$ cat config.mk
export PLATFORM = sky130hd
export DESIGN_NAME = srf_reply_formatter
export DESIGN_NICKNAME = d
export VERILOG_FILES = /design/src/hw/srf_sync.v /design/src/hw/srf_fifo.v /design/src/hw/srf_reply_formatter.v
export VERILOG_INCLUDE_DIRS = /design/src /design/src/hw
export SDC_FILE = /design/constraint.sdc
export NUM_CORES = 1
export LEC_CHECK = 0
export BUFFER_PORTS_ARGS = -buffer_cell sky130_fd_sc_hd__buf_4
export CAP_MARGIN = 40
export CORE_MARGIN = 4
export CORE_UTILIZATION = 60
export DETAILED_ROUTE_END_ITERATION = 12
export PLACE_DENSITY = 0.79
export SLEW_MARGIN = 30
export SYNTH_ARGS = -nofsm -noshare
export SYNTH_HDL_FRONTEND = slang
export SYNTH_SLANG_ARGS = --single-unit
$ cat constraint.sdc
create_clock -name ref_clk -period 3.65 [get_ports ref_clk]
set_input_delay 0.73 -clock ref_clk [delete_from_list [all_inputs] [get_ports ref_clk]]
set_output_delay 0.73 -clock ref_clk [all_outputs]
set_load 0.05 [all_outputs]
$ cat src/hw/srf_defs.vh
`ifndef SRF_DEFS_VH
`define SRF_DEFS_VH
// How it works
// - Status bits 15:14 are loaded when the chip select falls.
// - On chip select rise in FIFO mode the queue head moves into the reply and leaves.
// - Fault codes live in the range 001 to 01F of the contents field.
// - Channel faults queue per occurrence; a global fault once while it lasts.
// - Bit 13 gives the whole reply word odd parity.
// - Bit 12 is the data-lost flag; bits 11:0 carry the queue contents.
// - A push into a full queue drops the entry and sets data lost.
// - Status: 00 off, 01 on idle, 10 on processing, 11 config report.
// - With no fault and an empty queue the contents read zero.
// - Bad frame bit count queues global code 2 on channel 0 only, once.
// - Current limit queues code 10; serial parity error queues code 12.
// - A protocol: no idle after bit 19 queues code 1A.
// - A protocol: reserved 18, bit time or too few 19, CRC 1C.
// - A protocol: data 020 to FFF is queued unchanged as data.
// - A protocol: data below 020 queues the reserved-message code instead.
// - B protocol: satellite parity error gives 1C; 18 is never used.
// - B protocol: bit 11 is 1 for data and 0 for faults.
// - B protocol data of 8 to 11 bits is right-justified, upper bits zero.
// - Each queue holds two entries; flush empties the addressed queue.
// - The first reply after reset is the main config on any channel; then, without CCR, FIFO or a config write, channel 0 sends it, others send E000.

`define SRF_FRAME_BITS   5'h10
`define SRF_BIT_STAT     15
`define SRF_BIT_PAR      13
`define SRF_BIT_LOST     12

`define SRF_CODE_NONE    12'h000
`define SRF_CODE_BADCNT  12'h002
`define SRF_CODE_CURLIM  12'h010
`define SRF_CODE_SPIPAR  12'h012
`define SRF_CODE_RESV    12'h018
`define SRF_CODE_BITTIME 12'h019
`define SRF_CODE_TOOMANY 12'h01A
`define SRF_CODE_CHECK   12'h01C
`define SRF_DATA_MIN     12'h020
`define SRF_B_DATA_FLAG  12'h800

`define SRF_KIND_DATA    2'h0
`define SRF_KIND_BITTIME 2'h1
`define SRF_KIND_TOOMANY 2'h2
`define SRF_KIND_CHECK   2'h3

`define SRF_MODE_AUTO    2'h0
`define SRF_MODE_MAIN    2'h1
`define SRF_MODE_CCR     2'h2
`define SRF_MODE_FIFO    2'h3

`define SRF_SEL_MAIN     4'h1
`define SRF_SEL_CCR      4'h2
`define SRF_SEL_ZERO     4'h4
`define SRF_SEL_FIFO     4'h8

`define SRF_STAT_OFF     2'h0
`define SRF_STAT_IDLE    2'h1
`define SRF_STAT_RUN     2'h2
`define SRF_STAT_CFG     2'h3

`define SRF_GLOBAL_CHAN  2'h0
`endif

$ cat src/hw/srf_sync.v
`timescale 1ns/1ps
module srf_sync #(
    parameter             WIDTH = 2,
    // Reset to the pin's idle level, so no false edge follows reset
    parameter [WIDTH-1:0] INIT  = {WIDTH{1'b0}}
) (
    input  wire             ref_clk,
    input  wire             reset_n,
    input  wire             clkEn,
    input  wire [WIDTH-1:0] asyncIn,
    output reg  [WIDTH-1:0] syncOut
);
    reg [WIDTH-1:0] stage1;

    always @(posedge ref_clk)
    begin
        if (!reset_n)
        begin
            stage1  <= INIT;
            syncOut <= INIT;
        end
        else if (clkEn)
        begin
            stage1  <= asyncIn;
            syncOut <= stage1;
        end
    end
endmodule // srf_sync

$ cat src/hw/srf_fifo.v
`timescale 1ns/1ps
module srf_fifo #(
    parameter WIDTH = 14,
    parameter DEPTH = 8
) (
    input  wire             ref_clk,
    input  wire             reset_n,
    input  wire             clkEn,
    input  wire             flush,
    input  wire             inValid,
    output wire             inReady,
    input  wire [WIDTH-1:0] inData,
    output wire             outValid,
    input  wire             outReady,
    output wire [WIDTH-1:0] outData
);
    localparam AW = (DEPTH > 1) ? $clog2(DEPTH) : 1;
    localparam integer  LASTI = DEPTH - 1;
    localparam integer  FULLI = DEPTH;
    localparam [AW-1:0] LAST  = LASTI[AW-1:0];
    localparam [AW:0]   FULL  = FULLI[AW:0];

    reg [WIDTH-1:0] mem [0:DEPTH-1];
    reg [AW-1:0]    wrPtr;
    reg [AW-1:0]    rdPtr;
    reg [AW:0]      count;
    wire            doPush;
    wire            doPop;

    assign inReady  = (count != FULL);
    assign outValid = (count != {(AW+1){1'b0}});
    assign outData  = mem[rdPtr];
    assign doPush   = inValid & inReady;
    assign doPop    = outValid & outReady;

    always @(posedge ref_clk)
    begin
        if (!reset_n)
        begin
            wrPtr <= {AW{1'b0}};
            rdPtr <= {AW{1'b0}};
            count <= {(AW+1){1'b0}};
        end
        else if (clkEn)
        begin
            // Flush wins: a push in the same cycle is dropped with the rest
            if (flush)
            begin
                wrPtr <= {AW{1'b0}};
                rdPtr <= {AW{1'b0}};
                count <= {(AW+1){1'b0}};
            end
            else
            begin
                if (doPush)
                begin
                    mem[wrPtr] <= inData;
                    wrPtr <= (wrPtr == LAST) ? {AW{1'b0}} : wrPtr + 1'b1;
                end
                if (doPop)
                    rdPtr <= (rdPtr == LAST) ? {AW{1'b0}} : rdPtr + 1'b1;
                if (doPush && !doPop)
                    count <= count + 1'b1;
                else if (doPop && !doPush)
                    count <= count - 1'b1;
            end
        end
    end
endmodule // srf_fifo

$ cat src/hw/srf_reply_formatter.v
`timescale 1ns/1ps
`include "srf_defs.vh"
module srf_reply_formatter #(
    parameter ING_DEPTH = 8,
    parameter Q_DEPTH   = 2
) (
    input  wire        ref_clk,
    input  wire        reset_n,
    input  wire        clkEn,
    input  wire        spiClk,
    input  wire        spiCsN,
    output reg         misoOut,
    output reg         misoOe,
    input  wire [1:0]  replyChan,
    input  wire [1:0]  replyMode,
    input  wire        replyCcrWrite,
    input  wire [12:0] mainConfig,
    input  wire [12:0] chanConfig,
    input  wire [7:0]  chanCtrl,
    input  wire [3:0]  protoB,
    input  wire [7:0]  bDataBits,
    input  wire        flushReq,
    input  wire [1:0]  flushChan,
    input  wire [3:0]  curLimitEvt,
    input  wire [3:0]  spiParityEvt,
    input  wire        decValid,
    output reg         decReady,
    input  wire [1:0]  decChan,
    input  wire [1:0]  decKind,
    input  wire [11:0] decData,
    output reg  [3:0]  dataLostFlag,
    output reg  [1:0]  statusBits,
    output reg         globalFault
);
    function [3:0] lowBit;
        input [3:0] v;
        begin
            lowBit = v & (~v + 4'h1);
        end
    endfunction

    function [1:0] chanOf;
        input [3:0] oneHot;
        begin
            case (oneHot)
                4'h2:    chanOf = 2'h1;
                4'h4:    chanOf = 2'h2;
                4'h8:    chanOf = 2'h3;
                default: chanOf = 2'h0;
            endcase
        end
    endfunction

    function [11:0] mapEntry;
        input [1:0]  kind;
        input [11:0] data;
        input        isB;
        input [1:0]  nBits;
        reg   [11:0] mask;
        begin
            mask = 12'h0FF;
            case (nBits)
                2'h1:    mask = 12'h1FF;
                2'h2:    mask = 12'h3FF;
                2'h3:    mask = 12'h7FF;
                default: mask = 12'h0FF;
            endcase
            case (kind)
                `SRF_KIND_DATA:
                    if (isB)
                        mapEntry = `SRF_B_DATA_FLAG | (data & mask);
                    else if (data < `SRF_DATA_MIN)
                        mapEntry = `SRF_CODE_RESV;
                    else
                        mapEntry = data;
                `SRF_KIND_BITTIME: mapEntry = `SRF_CODE_BITTIME;
                `SRF_KIND_TOOMANY: mapEntry = `SRF_CODE_TOOMANY;
                default:           mapEntry = `SRF_CODE_CHECK;
            endcase
        end
    endfunction

    function [1:0] statusOf;
        input [1:0] ctrl;
        begin
            case (ctrl)
                2'h1:    statusOf = `SRF_STAT_IDLE;
                2'h2:    statusOf = `SRF_STAT_RUN;
                default: statusOf = `SRF_STAT_OFF;
            endcase
        end
    endfunction

    // Link pins
    wire [1:0] pinSync;
    reg        sclkDly;
    reg        csDly;
    wire       sclkS = pinSync[1];
    wire       csS   = pinSync[0];
    wire       csFall   = csDly & ~csS;
    wire       csRise   = ~csDly & csS;
    wire       sclkRise = ~sclkDly & sclkS & ~csS;
    wire       sclkFall = sclkDly & ~sclkS & ~csS;

    srf_sync #(
        .WIDTH (2),
        .INIT  (2'h1)
    ) u_pinSync (
        .ref_clk (ref_clk),
        .reset_n (reset_n),
        .clkEn   (clkEn),
        .asyncIn ({spiClk, spiCsN}),
        .syncOut (pinSync)
    );

    reg  [4:0]  bitCount;
    reg         globalSeen;
    reg         globalPend;
    reg  [3:0]  curPend;
    reg  [3:0]  parPend;
    reg         holdValid;
    reg  [13:0] holdWord;
    reg  [3:0]  replySel;
    reg  [1:0]  replyCh;
    reg  [12:0] fifoBody;
    reg  [15:0] shiftReg;
    wire        badFrame = csRise & (bitCount != `SRF_FRAME_BITS);

    // Event merge into the ingress buffer, global first
    reg         arbValid;
    reg  [13:0] arbWord;
    reg         grantGlob;
    reg  [3:0]  grantCur;
    reg  [3:0]  grantPar;
    reg         grantHold;
    wire        ingInReady;
    wire        ingOutValid;
    wire [13:0] ingOutData;
    wire        ingOutReady = ~csRise;

    always @*
    begin
        arbValid  = 1'b0;
        arbWord   = 14'h0000;
        grantGlob = 1'b0;
        grantCur  = 4'h0;
        grantPar  = 4'h0;
        grantHold = 1'b0;
        if (globalPend)
        begin
            arbValid  = 1'b1;
            arbWord   = {`SRF_GLOBAL_CHAN, `SRF_CODE_BADCNT};
            grantGlob = ingInReady;
        end
        else if (|curPend)
        begin
            arbValid = 1'b1;
            arbWord  = {chanOf(lowBit(curPend)), `SRF_CODE_CURLIM};
            grantCur = ingInReady ? lowBit(curPend) : 4'h0;
        end
        else if (|parPend)
        begin
            arbValid = 1'b1;
            arbWord  = {chanOf(lowBit(parPend)), `SRF_CODE_SPIPAR};
            grantPar = ingInReady ? lowBit(parPend) : 4'h0;
        end
        else if (holdValid)
        begin
            arbValid  = 1'b1;
            arbWord   = holdWord;
            grantHold = ingInReady;
        end
    end

    wire next_holdValid = (holdValid & ~grantHold) | (decValid & decReady);

    srf_fifo #(
        .WIDTH (14),
        .DEPTH (ING_DEPTH)
    ) u_ingress (
        .ref_clk  (ref_clk),
        .reset_n  (reset_n),
        .clkEn    (clkEn),
        .flush    (1'b0),
        .inValid  (arbValid),
        .inReady  (ingInReady),
        .inData   (arbWord),
        .outValid (ingOutValid),
        .outReady (ingOutReady),
        .outData  (ingOutData)
    );

    // Per-channel two-entry queues
    wire [3:0]  qInReady;
    wire [3:0]  qPush;
    wire [3:0]  qOutValid;
    wire [47:0] qOutData;
    wire        popNow = csRise & (replyMode == `SRF_MODE_FIFO);

    genvar gi;
    generate
        for (gi = 0; gi < 4; gi = gi + 1)
        begin : g_queue
            assign qPush[gi] = ingOutValid & ingOutReady
                             & (ingOutData[13:12] == gi);
            srf_fifo #(
                .WIDTH (12),
                .DEPTH (Q_DEPTH)
            ) u_queue (
                .ref_clk  (ref_clk),
                .reset_n  (reset_n),
                .clkEn    (clkEn),
                .flush    (flushReq & (flushChan == gi)),
                .inValid  (qPush[gi]),
                .inReady  (qInReady[gi]),
                .inData   (ingOutData[11:0]),
                .outValid (qOutValid[gi]),
                .outReady (popNow & (replyChan == gi)),
                .outData  (qOutData[12*gi +: 12])
            );
        end
    endgenerate

    wire [3:0]  lostNow  = qPush & ~qInReady;
    wire [3:0]  popMask  = popNow ? (4'h1 << replyChan) : 4'h0;

    reg  [12:0] replyBody;
    reg  [1:0]  replyStat;
    wire [15:0] replyWord = {replyStat, ~^{replyStat, replyBody},
                             replyBody};

    always @*
    begin
        case (replySel)
            `SRF_SEL_MAIN:
            begin
                replyBody = mainConfig;
                replyStat = `SRF_STAT_CFG;
            end
            `SRF_SEL_CCR:
            begin
                replyBody = chanConfig;
                replyStat = `SRF_STAT_CFG;
            end
            `SRF_SEL_FIFO:
            begin
                replyBody = fifoBody;
                replyStat = statusOf(chanCtrl[2*replyCh +: 2]);
            end
            default:
            begin
                // Status 11 with zero body and parity 1 reads as E000
                replyBody = 13'h0000;
                replyStat = `SRF_STAT_CFG;
            end
        endcase
    end

    always @(posedge ref_clk)
    begin
        if (!reset_n)
        begin
            sclkDly      <= 1'b0;
            csDly        <= 1'b1;
            bitCount     <= 5'h00;
            globalSeen   <= 1'b0;
            globalPend   <= 1'b0;
            curPend      <= 4'h0;
            parPend      <= 4'h0;
            holdValid    <= 1'b0;
            holdWord     <= 14'h0000;
            decReady     <= 1'b0;
            dataLostFlag <= 4'h0;
            replySel     <= `SRF_SEL_MAIN;
            replyCh      <= `SRF_GLOBAL_CHAN;
            fifoBody     <= 13'h0000;
            shiftReg     <= 16'h0000;
            statusBits   <= `SRF_STAT_OFF;
            misoOut      <= 1'b0;
            misoOe       <= 1'b0;
            globalFault  <= 1'b0;
        end
        else if (clkEn)
        begin
            sclkDly <= sclkS;
            csDly   <= csS;
            if (csFall)
                bitCount <= 5'h00;
            else if (sclkRise && bitCount != 5'h1F)
                bitCount <= bitCount + 5'h01;
            // A bad count persisting over frames queues its code only once
            if (csRise)
                globalSeen <= badFrame;
            globalFault <= csRise ? badFrame : globalFault;
            globalPend <= (badFrame & ~globalSeen) | (globalPend & ~grantGlob);
            curPend <= curLimitEvt | (curPend & ~grantCur);
            parPend <= spiParityEvt | (parPend & ~grantPar);
            holdValid <= next_holdValid;
            decReady  <= ~next_holdValid;
            if (decValid && decReady)
                holdWord <= {decChan, mapEntry(decKind, decData,
                             protoB[decChan], bDataBits[2*decChan +: 2])};
            // New loss beats the clear that follows its report
            dataLostFlag <= lostNow | (dataLostFlag & ~popMask);
            if (csRise)
            begin
                replyCh <= replyChan;
                if (replyMode == `SRF_MODE_FIFO)
                begin
                    replySel <= `SRF_SEL_FIFO;
                    fifoBody <= {dataLostFlag[replyChan],
                                 qOutValid[replyChan]
                                 ? qOutData[12*replyChan +: 12]
                                 : `SRF_CODE_NONE};
                end
                else if (replyMode == `SRF_MODE_CCR ||
                         (replyMode == `SRF_MODE_AUTO && replyCcrWrite))
                    replySel <= `SRF_SEL_CCR;
                else if (replyChan == `SRF_GLOBAL_CHAN)
                    replySel <= `SRF_SEL_MAIN;
                else
                    replySel <= `SRF_SEL_ZERO;
            end
            if (csFall)
            begin
                statusBits <= replyStat;
                misoOut    <= replyWord[15];
                shiftReg   <= {replyWord[14:0], 1'b0};
                misoOe     <= 1'b1;
            end
            else if (csRise)
                misoOe <= 1'b0;
            else if (sclkFall)
            begin
                misoOut  <= shiftReg[15];
                shiftReg <= {shiftReg[14:0], 1'b0};
            end
        end
    end
endmodule // srf_reply_formatter

## After elaboration in Yosys (flattened, before gate mapping)

Memory sizes are Yosys's and may differ from the RTL's. A register that Yosys moved wholly into a read port is not among the register bits.
Cells that the tools add are included.

| cells by class | value |
|---|---|
| $add $sub $neg | 23 |
| multiply operators | 1 |
| order comparisons | 3 |
| equal/unequal tests | 37 |
| shift-type cells | 4 |
| mux-type cells | 127 |
| bitwise operators | 61 |
| reduce and logical (&&, ||, !) cells | 75 |

Operators by type and width:

| kind | number |
|---|---|
| $mux W1 | 73 |
| $mux W14 | 4 |
| $mux W16 | 3 |
| $shiftx A48 B7 Y12 | 1 |
| $mux W4 | 11 |
| $reduce_and A2 Y1 | 20 |
| $pmux W13 S3 | 1 |
| $mux W12 | 3 |
| $pmux W12 S3 | 1 |
| $and A1 B1 Y1 | 34 |
| $mux W11 | 3 |
| $pmux W11 S3 | 1 |
| $reduce_bool A2 Y1 | 16 |
| $mux W2 | 13 |
| $and A4 B4 Y4 | 6 |
| $eq A2 B2 Y1 const B | 12 |
| $not A4 Y4 | 6 |
| $mux W3 | 6 |
| $shiftx A8 B4 Y2 | 2 |
| $reduce_xnor A15 Y1 | 1 |
| $logic_and A1 B1 Y1 | 13 |
| $add A4 B1 Y4 const B | 3 |
| $eq A2 B1 Y1 const B | 6 |
| $eq A4 B2 Y1 const B | 3 |
| 32 further kinds | 89 |

| storage, ports and cells | value |
|---|---|
| register bits after elaboration | 106 |
| memory bits (writable) | 208 |
| bits of input ports | 84 |
| output and inout port bits | 10 |
| logic and storage cells | 371 |
| memories | 5 |

Memories:

| memory | words | bits a word | read ports | clocked after Yosys merged registers in | wr ports | line | text |
|---|---|---|---|---|---|---|---|
| u_ingress.mem | 8 | 14 | 1 | 1 | 1 | srf_fifo.v:23 | `reg [WIDTH-1:0] mem [0:DEPTH-1];` |
| g_queue[0].u_queue.mem | 2 | 12 | 1 | 1 | 1 | srf_fifo.v:23 |  |
| g_queue[1].u_queue.mem | 2 | 12 | 1 | 1 | 1 | srf_fifo.v:23 |  |
| g_queue[2].u_queue.mem | 2 | 12 | 1 | 1 | 1 | srf_fifo.v:23 |  |
| g_queue[3].u_queue.mem | 2 | 12 | 1 | 1 | 1 | srf_fifo.v:23 |  |

## Logic depth before layout (Yosys ltp)

Gate-level depths: netlist of run 1.

| logic depth | value |
|---|---|
| word-level depth | 11 |
| gate-level depth with buffers | 14 |
| depth with buffers taken out | 14 |

## By module

Synthesis of run 1 repeated with hierarchy kept, for this count alone.

| second synthesis, totals | value |
|---|---|
| cells, all modules | 1139 |
| area, all modules | 14413.8 µm² |

By module, submodules not included:

| module | times used | cells each | area an instance (µm²) | seq. area each (µm²) |
|---|---|---|---|---|
| srf_fifo at u_ingress | 1 | 267 | 5072.4 | 3623.5 |
| srf_fifo at g_queue[0].u_queue ... | 4 | 78 | 1172.4 | 820.8 |
| srf_reply_formatter | 1 | 547 | 4506.8 | 1501.4 |
| srf_sync | 1 | 13 | 145.1 | 80.1 |

## Worst setup path before layout of run 1

No wires, ideal clock.

| timing | value |
|---|---|
| kind | register to register |
| start | register with a tool-made name |
| end | memory g_queue[0].u_queue.mem[0][0] (enable) |
| setup time | 0.399 ns |
| arrival | 2.569 ns |
| data required time | 3.251 ns |
| slack | 0.682 ns |
| stages on the path, launching flop included | 8 |
| path buffers | 1 |
| clock period less this slack | 2.968 ns |
| path through | dfxtp_1 > buf_2 > mux4_2 > mux2i_1 > o21ai_0 > inv_1 > nand2_1 > nor3_1 |

RTL lines:

| element | line |
|---|---|
| end, declared | srf_fifo.v:23 |

## Worst setup path in the final report of run 1

| timing | value |
|---|---|
| start | register curPend[0] |
| end | register u_ingress.count[3] |

| on the way | value |
|---|---|
| cells in the longest elaborated chain, start to end | 8 |
| elaborated cells on any way between the ends | 10 |
| those cells by class | 3 x mux; 1 x bitwise; 6 x reduce/logical |

Ends and longest elaborated chain:

| element | line | text |
|---|---|---|
| start, declared | srf_reply_formatter.v:119 | `reg [3:0] curPend;` |
| start signal, assigned | srf_reply_formatter.v:296 | `curPend <= curLimitEvt \| (curPend & ~grantCur);` |
| $reduce_or A4 Y1 (*) | srf_reply_formatter.v:155 | `else if (\|curPend)` |
| $mux W1 (*) | srf_reply_formatter.v:155 |  |
| $mux W1 (*) | srf_reply_formatter.v:149 | `if (globalPend)` |
| $and A1 B1 Y1 (*) | srf_fifo.v:33 | `assign doPush = inValid & inReady;` |
| $logic_not A1 Y1 | srf_fifo.v:64 | `else if (doPop && !doPush)` |
| $logic_and A1 B1 Y1 | srf_fifo.v:64 |  |
| $reduce_bool A2 Y1 (no line) | - |  |
| $reduce_and A2 Y1 (no line) | - |  |
| end signal, assigned | srf_fifo.v:51 | `count <= {(AW+1){1'b0}};` |
| end signal, assigned | srf_fifo.v:63 | `count <= count + 1'b1;` |
| end signal, assigned | srf_fifo.v:65 | `count <= count - 1'b1;` |
| end, declared | srf_fifo.v:26 | `reg [AW:0] count;` |

Every way passes the cells marked *; elsewhere a longest branch is shown, timed or not.
A chain may end at the register's enable or synchronous reset.

==> run summary, run 1 <==
Status: finished, final reports clean
Slew HR: 44.5%
Clk_skew: 0.00827 ns
Chip Height: 160 um
EDFF count, synth: 208
Worst Setup End Kind: flip-flop
CTS buffer count: 31
Nets: 1289
Clk_lat worst skew: 0.57 ns
Mapped Cells: 1081
Avg Inst Size Synth: 12.8 um^2
Count of final setup violators: 0
TritonCTS clock tree: built
DP Area: 14900 um^2
Reg2Reg Depth: 14
Critical Path RT: 4.10 ns
Largest net degree at the start of global routing: 64
Async set-reset flop share out of synthesis: 0%
Initial antenna violation count: 0
Seq cells post-synth: 320
Die width: 160 um
Detailed Route Iter0 Violations: 726
Slew Viols, Final: 0
Placer Congestion: 0.832
# diodes: 0
Total nets after synthesis: 1184
GR Overflow Total: 0
Vias per inst: 6.04
Hold Path Class: input port to flip-flop
VDD IR max: 0.449 mV
WL per Instance: 19.7 um
Die footprint: 25500 um^2
Metal3 WL: 1400 um
Cell Area, Synth: 13800 um^2
Detailed-placement wirelength estimate: 19400 um
Power Density: 547 nW/um^2
Layout cells sized above 1: 20.4%
Worst slack, placed: 0.457 ns
WL met2: 15200 um
Critical path class: flip-flop to flip-flop
Num rows: 55
Most frequently used flop master after synthesis: edfxtp_1
Ys Warns: 0
IO Pins: 94
Final non-filler cell area: 16000 um^2
Core Region: 22600 um^2
CTS Buffer Depth: 3
GRT Resource Usage Total: 22.4%
Crit start category: flip-flop
Vias in the first global route: 8904
WL met1: 12200 um
Final hold violations: 0
Post-Route WL: 29400 um
Worst-margin pin slew: 0.831 ns
Port bufs: 93
DRT Pass-1 Iters: 5
CP Max Fanout: 7
Root Driver: clkbuf_16
H-tree depth: 1
Initial Util: 61.0%
Max-capacitance violation count: 0
Clock Sinks: 320
# DRC: 0
Final worst slack: 0.391 ns
Synthesis-to-finish area growth: 15.7%
CP Data Arrival Time: 3.71 ns
# Post-CTS Setup Buffers: 0
Post-layout util: 70.6%
Antenna Nets Post-Route: 0
Via count: 9034
First-pass GRT wire length: 46300 um
Pleak: 5.67 nW
Unrepaired setup endpoints after global routing: no
Post-CTS sizing: 0
Clock-pin slew of the registers on the worst-case setup and hold paths: 0.06 ns
Hold-fix buffers, CTS: 0
Period utilisation layout: 89.3%
Final TNS setup: 0 ns
Synth unique cells: 62
Top Metal Used: met4
Power Total: 8.74 mW
Fmax: 307 MHz
Tmin final: 3.26 ns
Worst hold path cell count: 3
Sequential area share after synthesis: 61.5%
-- kinds of logic after synthesis --
group	count (synthesis)	share of synthesized area, %
buf+inv	77	2.23
flops	320	61.5
xor+xnor	18	1.24
compound gates	191	8.78
mux	120	13.0
simple gates	336	11.5
fa+ha+maj	19	1.78
-- Yosys cell counts, drive strengths merged (3+ instances only) --
library cell	n	area, um^2
ha	18	225
mux4	46	1040
a221oi	3	26.3
a31oi	4	25.0
o21a	3	22.5
nor3	29	145
o31ai	8	60.1
o21ai	29	145
nand3	15	75.1
dfxtp	112	2240
or3b	3	26.3
nor2	114	428
clkbuf	34	128
nor4	9	56.3
o41ai	3	26.3
buf	20	93.8
a222oi	5	50.1
nor3b	5	53.8
a211oi	17	128
nand2b	11	68.8
nand3b	4	30.0
and3	5	31.3
a22oi	16	120
nand2	87	327
a22o	3	26.3
xor2	8	70.1
edfxtp	208	6250
mux2i	61	611
o211ai	4	30.0
or3	16	100
nor2b	17	109
and2	11	68.8
xnor2	9	78.8
or2	4	25.0
mux2	13	146
inv	23	86.3
a21oi	76	380
-- layout make-up --
class / instances / area (um^2)
clock buffers: 47 / 897
clock inverters: 11 / 151
fillers: 1497 / 6660
inverters: 23 / 86.3
multi-input cells: 684 / 5020
flip-flops and latches: 320 / 8490
well taps: 285 / 357
repair buffers: 126 / 977
-- state kept, by name (all words and copies together), names as in the netlist, 5 cells and up, named ones only --
signal and count:
bitCount 5, fifoBody 13, g_queue.u_queue.count 8, g_queue.u_queue.mem 96, holdWord 14, shiftReg 15, u_ingress.mem 112
-- worst max-delay path, cell delays in order, from the launching register on --
cell	delay [ns]
dfxtp_1	0.36
nor4_1	0.62
nand2_1	0.14
or2_2	0.34
nor2_1	0.16
a21oi_1	0.07
ha_1	0.20
inv_1	0.16
ha_1	0.27
a21o_1	0.18
a21oi_1	0.20
xnor2_1	0.16
nand2_1	0.08
xor2_1	0.15
nor2_1	0.05
-- routing by layer --
metal  vias to the layer above  track usage [%]
li1                       4280                -
met1                      4452             29.7
met5                         -                0
met4                         0             5.05
met3                        56             2.94
met2                       246             39.9
-- per-stage QoR --
| step | hold slack, ns | cells |
|---|---|---|
| floorplan | 0.427 | 1081 |
| global placement | 0.442 | 1433 |
| finish | 0.384 | 1496 |
| global route | 0.412 | 1496 |
| CTS | 0.362 | 1492 |
| detailed placement | 0.444 | 1434 |
-- worst paths after layout --
check | from | to | slack, ns
max | curPend[0] | u_ingress.count[3] | 0.39
min | spiCsN | u_pinSync.stage1[0] | 0.38
max reg2reg | curPend[0] | u_ingress.count[3] | 0.39
min reg2reg | holdWord[6] | holdWord[6] | 0.45
-- report_power, final --
part | total [mW] | internal [mW] | switching (mW)
combinational | 1.28 | 0.586 | 0.699
sequential | 4.21 | 4.08 | 0.127
clock | 3.25 | 1.92 | 1.33
total | 8.74 | 6.58 | 2.16
-- placed cells by master, fill, tap and decap left out, types with 18 or more instances in the layout --
cell       instances
edfxtp_1         208
buf_4            121
nor2_1           114
dfxtp_1          111
nand2_1           87
a21oi_1           76
mux2i_1           61
mux4_2            46
clkbuf_16         32
o21ai_0           29
nor3_1            27
inv_1             22
ha_1              18
Power figures use the tool's default switching activity.
==> run 2, diff against run 1 <==
--- a/config.mk
+++ b/config.mk
@@ -9,9 +9,8 @@
 export BUFFER_PORTS_ARGS = -buffer_cell sky130_fd_sc_hd__buf_4
 export CAP_MARGIN = 40
 export CORE_MARGIN = 4
-export CORE_UTILIZATION = 60
+export CORE_UTILIZATION = 45
 export DETAILED_ROUTE_END_ITERATION = 12
-export PLACE_DENSITY = 0.79
 export SLEW_MARGIN = 30
 export SYNTH_ARGS = -nofsm -noshare
 export SYNTH_HDL_FRONTEND = slang
==> run summary, run 2 (same netlist as run 1, synthesis figures left out) <==
Status: finished, final reports clean
Chip Height: 183 um (+15%)
Clock Sinks: 320 (unchanged)
Placed insts: 1541 (+7.5%)
Initial Util: 46.1% (-15 points)
Period utilisation layout: 88.3% (-1.0 points)
Worst path cell trace: nor4_1 -> clkbuf_2 -> nand2_1 -> or2_2 -> nor2_1 -> a21oi_1 -> ha_1 -> inv_1 -> ha_1 -> a21o_1 -> a21oi_1 -> xnor2_1 -> nand2_1 -> xor2_1 -> nor2_1
Die width: 183 um (+15%)
Post-CTS sizing: 0 (unchanged)
Critical path class: flip-flop to flip-flop
Vias in the first global route: 8752 (-1.7%)
Count of final setup violators: 0 (unchanged)
Antenna Nets Post-Route: 0 (unchanged)
Slowest cell on crit path: nor4_1
DRT Pass-1 Iters: 5 (unchanged)
Worst Setup End Kind: flip-flop
Largest stage delay on the critical path: 0.54 ns (-0.08 ns)
Top reg by flops: u_ingress.mem
Fin cells: 1610 (+7.6%)
Clk_skew: 0.0131 ns (+0.00482 ns)
Clock-pin slew of the registers on the worst-case setup and hold paths: 0.06 ns (about the same)
Num rows: 63 (+15%)
Detailed Route Iter0 Violations: 526 (-28%)
VDD IR max: 0.301 mV (-33%)
Layout cells sized above 1: 21.1% (+0.67 points)
Most frequent cells in the layout: edfxtp_1, buf_4, nor2_1
Worst slack, placed: 0.402 ns (-0.0550 ns)
TritonCTS clock tree: built
Pleak: 5.71 nW (+0.81%)
GR Overflow Total: 0 (unchanged)
Root Driver: clkbuf_16
# DRC: 0 (unchanged)
Crit start category: flip-flop
CP Buf/Inv Count: 2 (+1)
Max-capacitance violation count: 0 (unchanged)
Power Density: 544 nW/um^2 (-0.61%)
Tmin final: 3.22 ns (-0.0374 ns)
Nets: 1296 (+0.54%)
Filler cells: 2528 (+69%)
Detailed-placement wirelength estimate: 19900 um (+2.4%)
Initial antenna violation count: 0 (unchanged)
IO Pins: 94 (unchanged)
Slew HR: 46.9% (+2.4 points)
Post-Route WL: 29800 um (+1.3%)
GRT Resource Usage Total: 17.7% (-4.7 points)
Commonest non-fill, non-tap cell in the layout: edfxtp_1
Largest regs: u_ingress.mem (112), g_queue.u_queue.mem (96), shiftReg (15)
Final TNS setup: 0 ns (unchanged)
Synthesis-to-finish area growth: 17.5%
Largest net degree at the start of global routing: 59 (-7.8%)
WL per Instance: 18.5 um (-5.9%)
Max FFs per register: 112 (unchanged)
Port bufs: 93 (unchanged)
First-pass GRT wire length: 47300 um (+2.1%)
Hold-fix buffers, CTS: 0 (unchanged)
CP Max Fanout: 7 (unchanged)
Hold Path Class: input port to flip-flop
Critical Path RT: 4.05 ns (-0.05 ns)
H-tree depth: 2 (+1)
Vias per inst: 5.47 (-9.4%)
Core Region: 30000 um^2 (+32%)
CTS buffer count: 35 (+13%)
Placer Congestion: 0.780 (-6.3%)
Die footprint: 33600 um^2 (+32%)
Crit path max-delay family: simple AND/OR/NAND/NOR gates
Fmax: 310 MHz (+1.2%)
Final hold violations: 0 (unchanged)
Worst-margin pin slew: 0.796 ns (-0.0343 ns)
Clk_lat worst skew: 0.52 ns (-0.05 ns)
# diodes: 0 (unchanged)
Slew Viols, Final: 0 (unchanged)
Unrepaired setup endpoints after global routing: no
CTS Buffer Depth: 3 (unchanged)
Via count: 8807 (-2.5%)
Final worst slack: 0.429 ns (+0.0374 ns)
CP Data Arrival Time: 3.62 ns (-0.09 ns)
# Post-CTS Setup Buffers: 0 (unchanged)
run 2: changes by cell type in the layout (fill, tap and decap cells not counted), sizes merged:
cell	previous run	this run
inv	25	24
bufinv	3	1
clkinvlp	0	2
buf	125	128
clkinv	6	13
run 2: final cells by class:
| class | count | area (um^2) | share of cell area, % |
|---|---|---|---|
| well taps | 390 | 488 | 3.01 |
| flip-flops and latches | 320 | 8490 | 52.3 |
| repair buffers | 129 | 1010 | 6.22 |
| inverters | 23 | 86.3 | 0.532 |
| clock buffers | 47 | 961 | 5.92 |
| clock inverters | 17 | 151 | 0.933 |
| multi-input cells | 684 | 5040 | 31.1 |
run 2: per-stage QoR:
step                utilization (%)  total power [mW]  instance area [um^2]  hold slack [ns]
CTS                            54.0              8.91                 16200            0.422
global route                   54.2              9.24                 16200            0.460
global placement               50.1              5.53                 15000            0.441
detailed placement             50.3              5.56                 15100            0.445
floorplan                         -              5.16                 13800            0.427
finish                         54.2              8.82                 16200            0.439
run 2: power by group:
group / internal (mW) / switching [mW] / leakage (nW)
sequential: 4.08 / 0.122 / 2.85
combinational: 0.587 / 0.687 / 2.33
clock: 1.94 / 1.40 / 0.536
run 2: worst register-to-register path, delay by kind of cell, from the launching register on:
| family | cells | cell delay (ns) |
|---|---|---|
| adders and majority gates | 2 | 0.46 |
| DFF | 1 | 0.36 |
| and+or+nand+nor | 6 | 1.22 |
| buffers and inverters | 2 | 0.38 |
| AOI/OAI and AO/OA | 3 | 0.40 |
| xor gates and xnor gates | 2 | 0.28 |
run 2: final timing paths:
kind	depth (start not counted)	endpoint	from	slack, ns
setup / recovery	15	u_ingress.count[3]	curPend[0]	0.43
hold / removal	3	u_pinSync.stage1[0]	spiCsN	0.44
setup reg to reg	15	u_ingress.count[3]	curPend[0]	0.43
hold reg to reg	2	holdWord[5]	holdWord[5]	0.45
run 2: per-layer routing:
layer	up-vias	GRT usage [%]	part of all wire, %
li1	4308	-	-
met1	4275	23.5	44
met3	44	2.74	4.5
met4	0	3.87	1.7
met2	180	31.1	50
met5	-	0	0
==> run 3, diff against run 2 <==
--- a/config.mk
+++ b/config.mk
@@ -9,8 +9,9 @@
 export BUFFER_PORTS_ARGS = -buffer_cell sky130_fd_sc_hd__buf_4
 export CAP_MARGIN = 40
 export CORE_MARGIN = 4
-export CORE_UTILIZATION = 45
+export CORE_UTILIZATION = 59
 export DETAILED_ROUTE_END_ITERATION = 12
+export PLACE_DENSITY = 0.78
 export SLEW_MARGIN = 30
 export SYNTH_ARGS = -nofsm -noshare
 export SYNTH_HDL_FRONTEND = slang
==> run summary, run 3 (same netlist as run 1, synthesis figures left out) <==
Largest regs: u_ingress.mem (112), g_queue.u_queue.mem (96), shiftReg (15)
Placer Congestion: 0.871 (+12%)
Status: finished, final reports clean
Final TNS setup: 0 ns (unchanged)
Post-CTS sizing: 0 (unchanged)
Via count: 9110 (+3.4%)
Vias in the first global route: 8916 (+1.9%)
Hold_sp: spiCsN
Crit start category: flip-flop
TritonCTS clock tree: built
CP Max Fanout: 15 (+8)
GR Overflow Total: 0 (unchanged)
Worst-margin pin slew: 0.822 ns (+0.0260 ns)
Max FFs per register: 112 (unchanged)
Chip Height: 161 um (-12%)
Antenna Nets Post-Route: 0 (unchanged)
Final hold violations: 0 (unchanged)
Fmax: 337 MHz (+8.5%)
Synthesis-to-finish area growth: 16.8%
Critical Path RT: 3.84 ns (-0.21 ns)
Clock-pin slew of the registers on the worst-case setup and hold paths: 0.06 ns (about the same)
Root Driver: clkbuf_16
Hold Path Class: input port to flip-flop
CTS buffer count: 34 (-2.9%)
# DRC: 0 (unchanged)
Initial Util: 60.4% (+14 points)
CTS Buffer Depth: 3 (unchanged)
Clk_lat worst skew: 0.51 ns (about the same)
Layout cells sized above 1: 20.9% (-0.18 points)
Count of final setup violators: 0 (unchanged)
Worst path cell trace: mux4_2 -> mux2i_1 -> and2_1 -> nand2_1 -> nor3_1 -> buf_4
Nets: 1293 (-0.23%)
DRT Pass-1 Iters: 6 (+1)
GRT Resource Usage Total: 22.6% (+4.8 points)
H-tree depth: 2 (unchanged)
Commonest non-fill, non-tap cell in the layout: edfxtp_1
Die footprint: 25900 um^2 (-23%)
# Post-CTS Setup Buffers: 0 (unchanged)
Tmin final: 2.97 ns (-0.253 ns)
Power Total: 9.00 mW (+2.1%)
Core Region: 22800 um^2 (-24%)
Detailed-placement wirelength estimate: 19600 um (-1.5%)
Worst Setup End Kind: flip-flop
Largest net degree at the start of global routing: 55 (-6.8%)
Worst Hold Slack: 0.452 ns (+0.0134 ns)
Slew HR: 45.1% (-1.8 points)
Largest stage delay on the critical path: 0.68 ns (+0.14 ns)
Initial antenna violation count: 0 (unchanged)
WL per Instance: 19.4 um (+5.0%)
Port bufs: 93 (unchanged)
Die width: 161 um (-12%)
Hold-fix buffers, CTS: 0 (unchanged)
Num rows: 55 (-13%)
Max-capacitance violation count: 0 (unchanged)
Slowest cell on crit path: dfxtp_2
First-pass GRT wire length: 46700 um (-1.3%)
Most frequent cells in the layout: edfxtp_1, buf_4, nor2_1
IO Pins: 94 (unchanged)
Clk_skew: 0.0167 ns (+0.00362 ns)
Clock Sinks: 320 (unchanged)
VDD IR max: 0.371 mV (+23%)
Period utilisation layout: 81.3% (-6.9 points)
Pleak: 5.71 nW (about the same)
Crit path max-delay family: multiplexers
Critical path class: flip-flop to flip-flop
Power Density: 558 nW/um^2 (+2.7%)
CP Buf/Inv Count: 1 (-1)
Vias per inst: 5.96 (+8.9%)
Top reg by flops: u_ingress.mem
Unrepaired setup endpoints after global routing: no
Slew Viols, Final: 0 (unchanged)
CP Data Arrival Time: 3.16 ns (-0.46 ns)
Post-Route WL: 29700 um (-0.32%)
# diodes: 0 (unchanged)
Detailed Route Iter0 Violations: 685 (+30%)
==> run 3: changes by cell type in the layout (fill, tap and decap cells not counted), sizes merged <==
cell / delta
clkinv: -9
bufinv: +2
clkinvlp: +2
inv: +2
buf: -1
==> run 3: path summary, 6_finish.rpt <==
| check | cells after the start | endpoint | slack, ns |
|---|---|---|---|
| worst min register to register | 2 | holdWord[8] | 0.45 |
| worst max register to register | 6 | g_queue[0].u_queue.mem[1][6] | 0.68 |
| worst min-delay path | 3 | u_pinSync.stage1[0] | 0.45 |
| worst max-delay path | 6 | g_queue[0].u_queue.mem[1][6] | 0.68 |
==> run 3: per-stage QoR <==
| stage | instances | worst slack, ns | area (um^2) | util, % |
|---|---|---|---|---|
| final | 1529 | 0.682 | 16100 | 70.6 |
| after global routing | 1529 | 0.449 | 16100 | 70.6 |
| after CTS | 1526 | 0.675 | 16100 | 70.4 |
| after detailed placement | 1464 | 0.683 | 14900 | 65.4 |
| after global placement | 1463 | 0.728 | 14900 | 65.3 |
| after floorplan | 1081 | 0.682 | 13800 | - |
==> run 3: cell type report <==
cell class / count / area (um^2)
Sequential cell: 320 / 8490
Multi-Input combinational cell: 684 / 5030
Timing Repair Buffer: 127 / 977
Clock inverter: 14 / 173
Clock buffer: 48 / 986
Inverter: 23 / 86.3
Tap cell: 313 / 392
Fill cell: 1570 / 6720
==> run 3: tightest hold or removal path, stage by stage <==
cell and delay (ns):
buf_4 0.08, mux2i_1 0.05, nand2_1 0.07
==> run 3: layer usage <==
layer | vias up | routed length [um] | track usage, %
met4 | 0 | 566 | 5.62
met1 | 4506 | 12600 | 29.4
met5 | - | 0 | 0
met3 | 52 | 1330 | 3.09
met2 | 251 | 15200 | 40.4
li1 | 4301 | - | -
==> run 3: power by group <==
part / internal [mW] / leakage [nW] / switching (mW)
Sequential: 4.08 / 2.85 / 0.128
Combinational: 0.587 / 2.30 / 0.695
Clock: 2.12 / 0.556 / 1.39
Total: 6.79 / 5.71 / 2.21
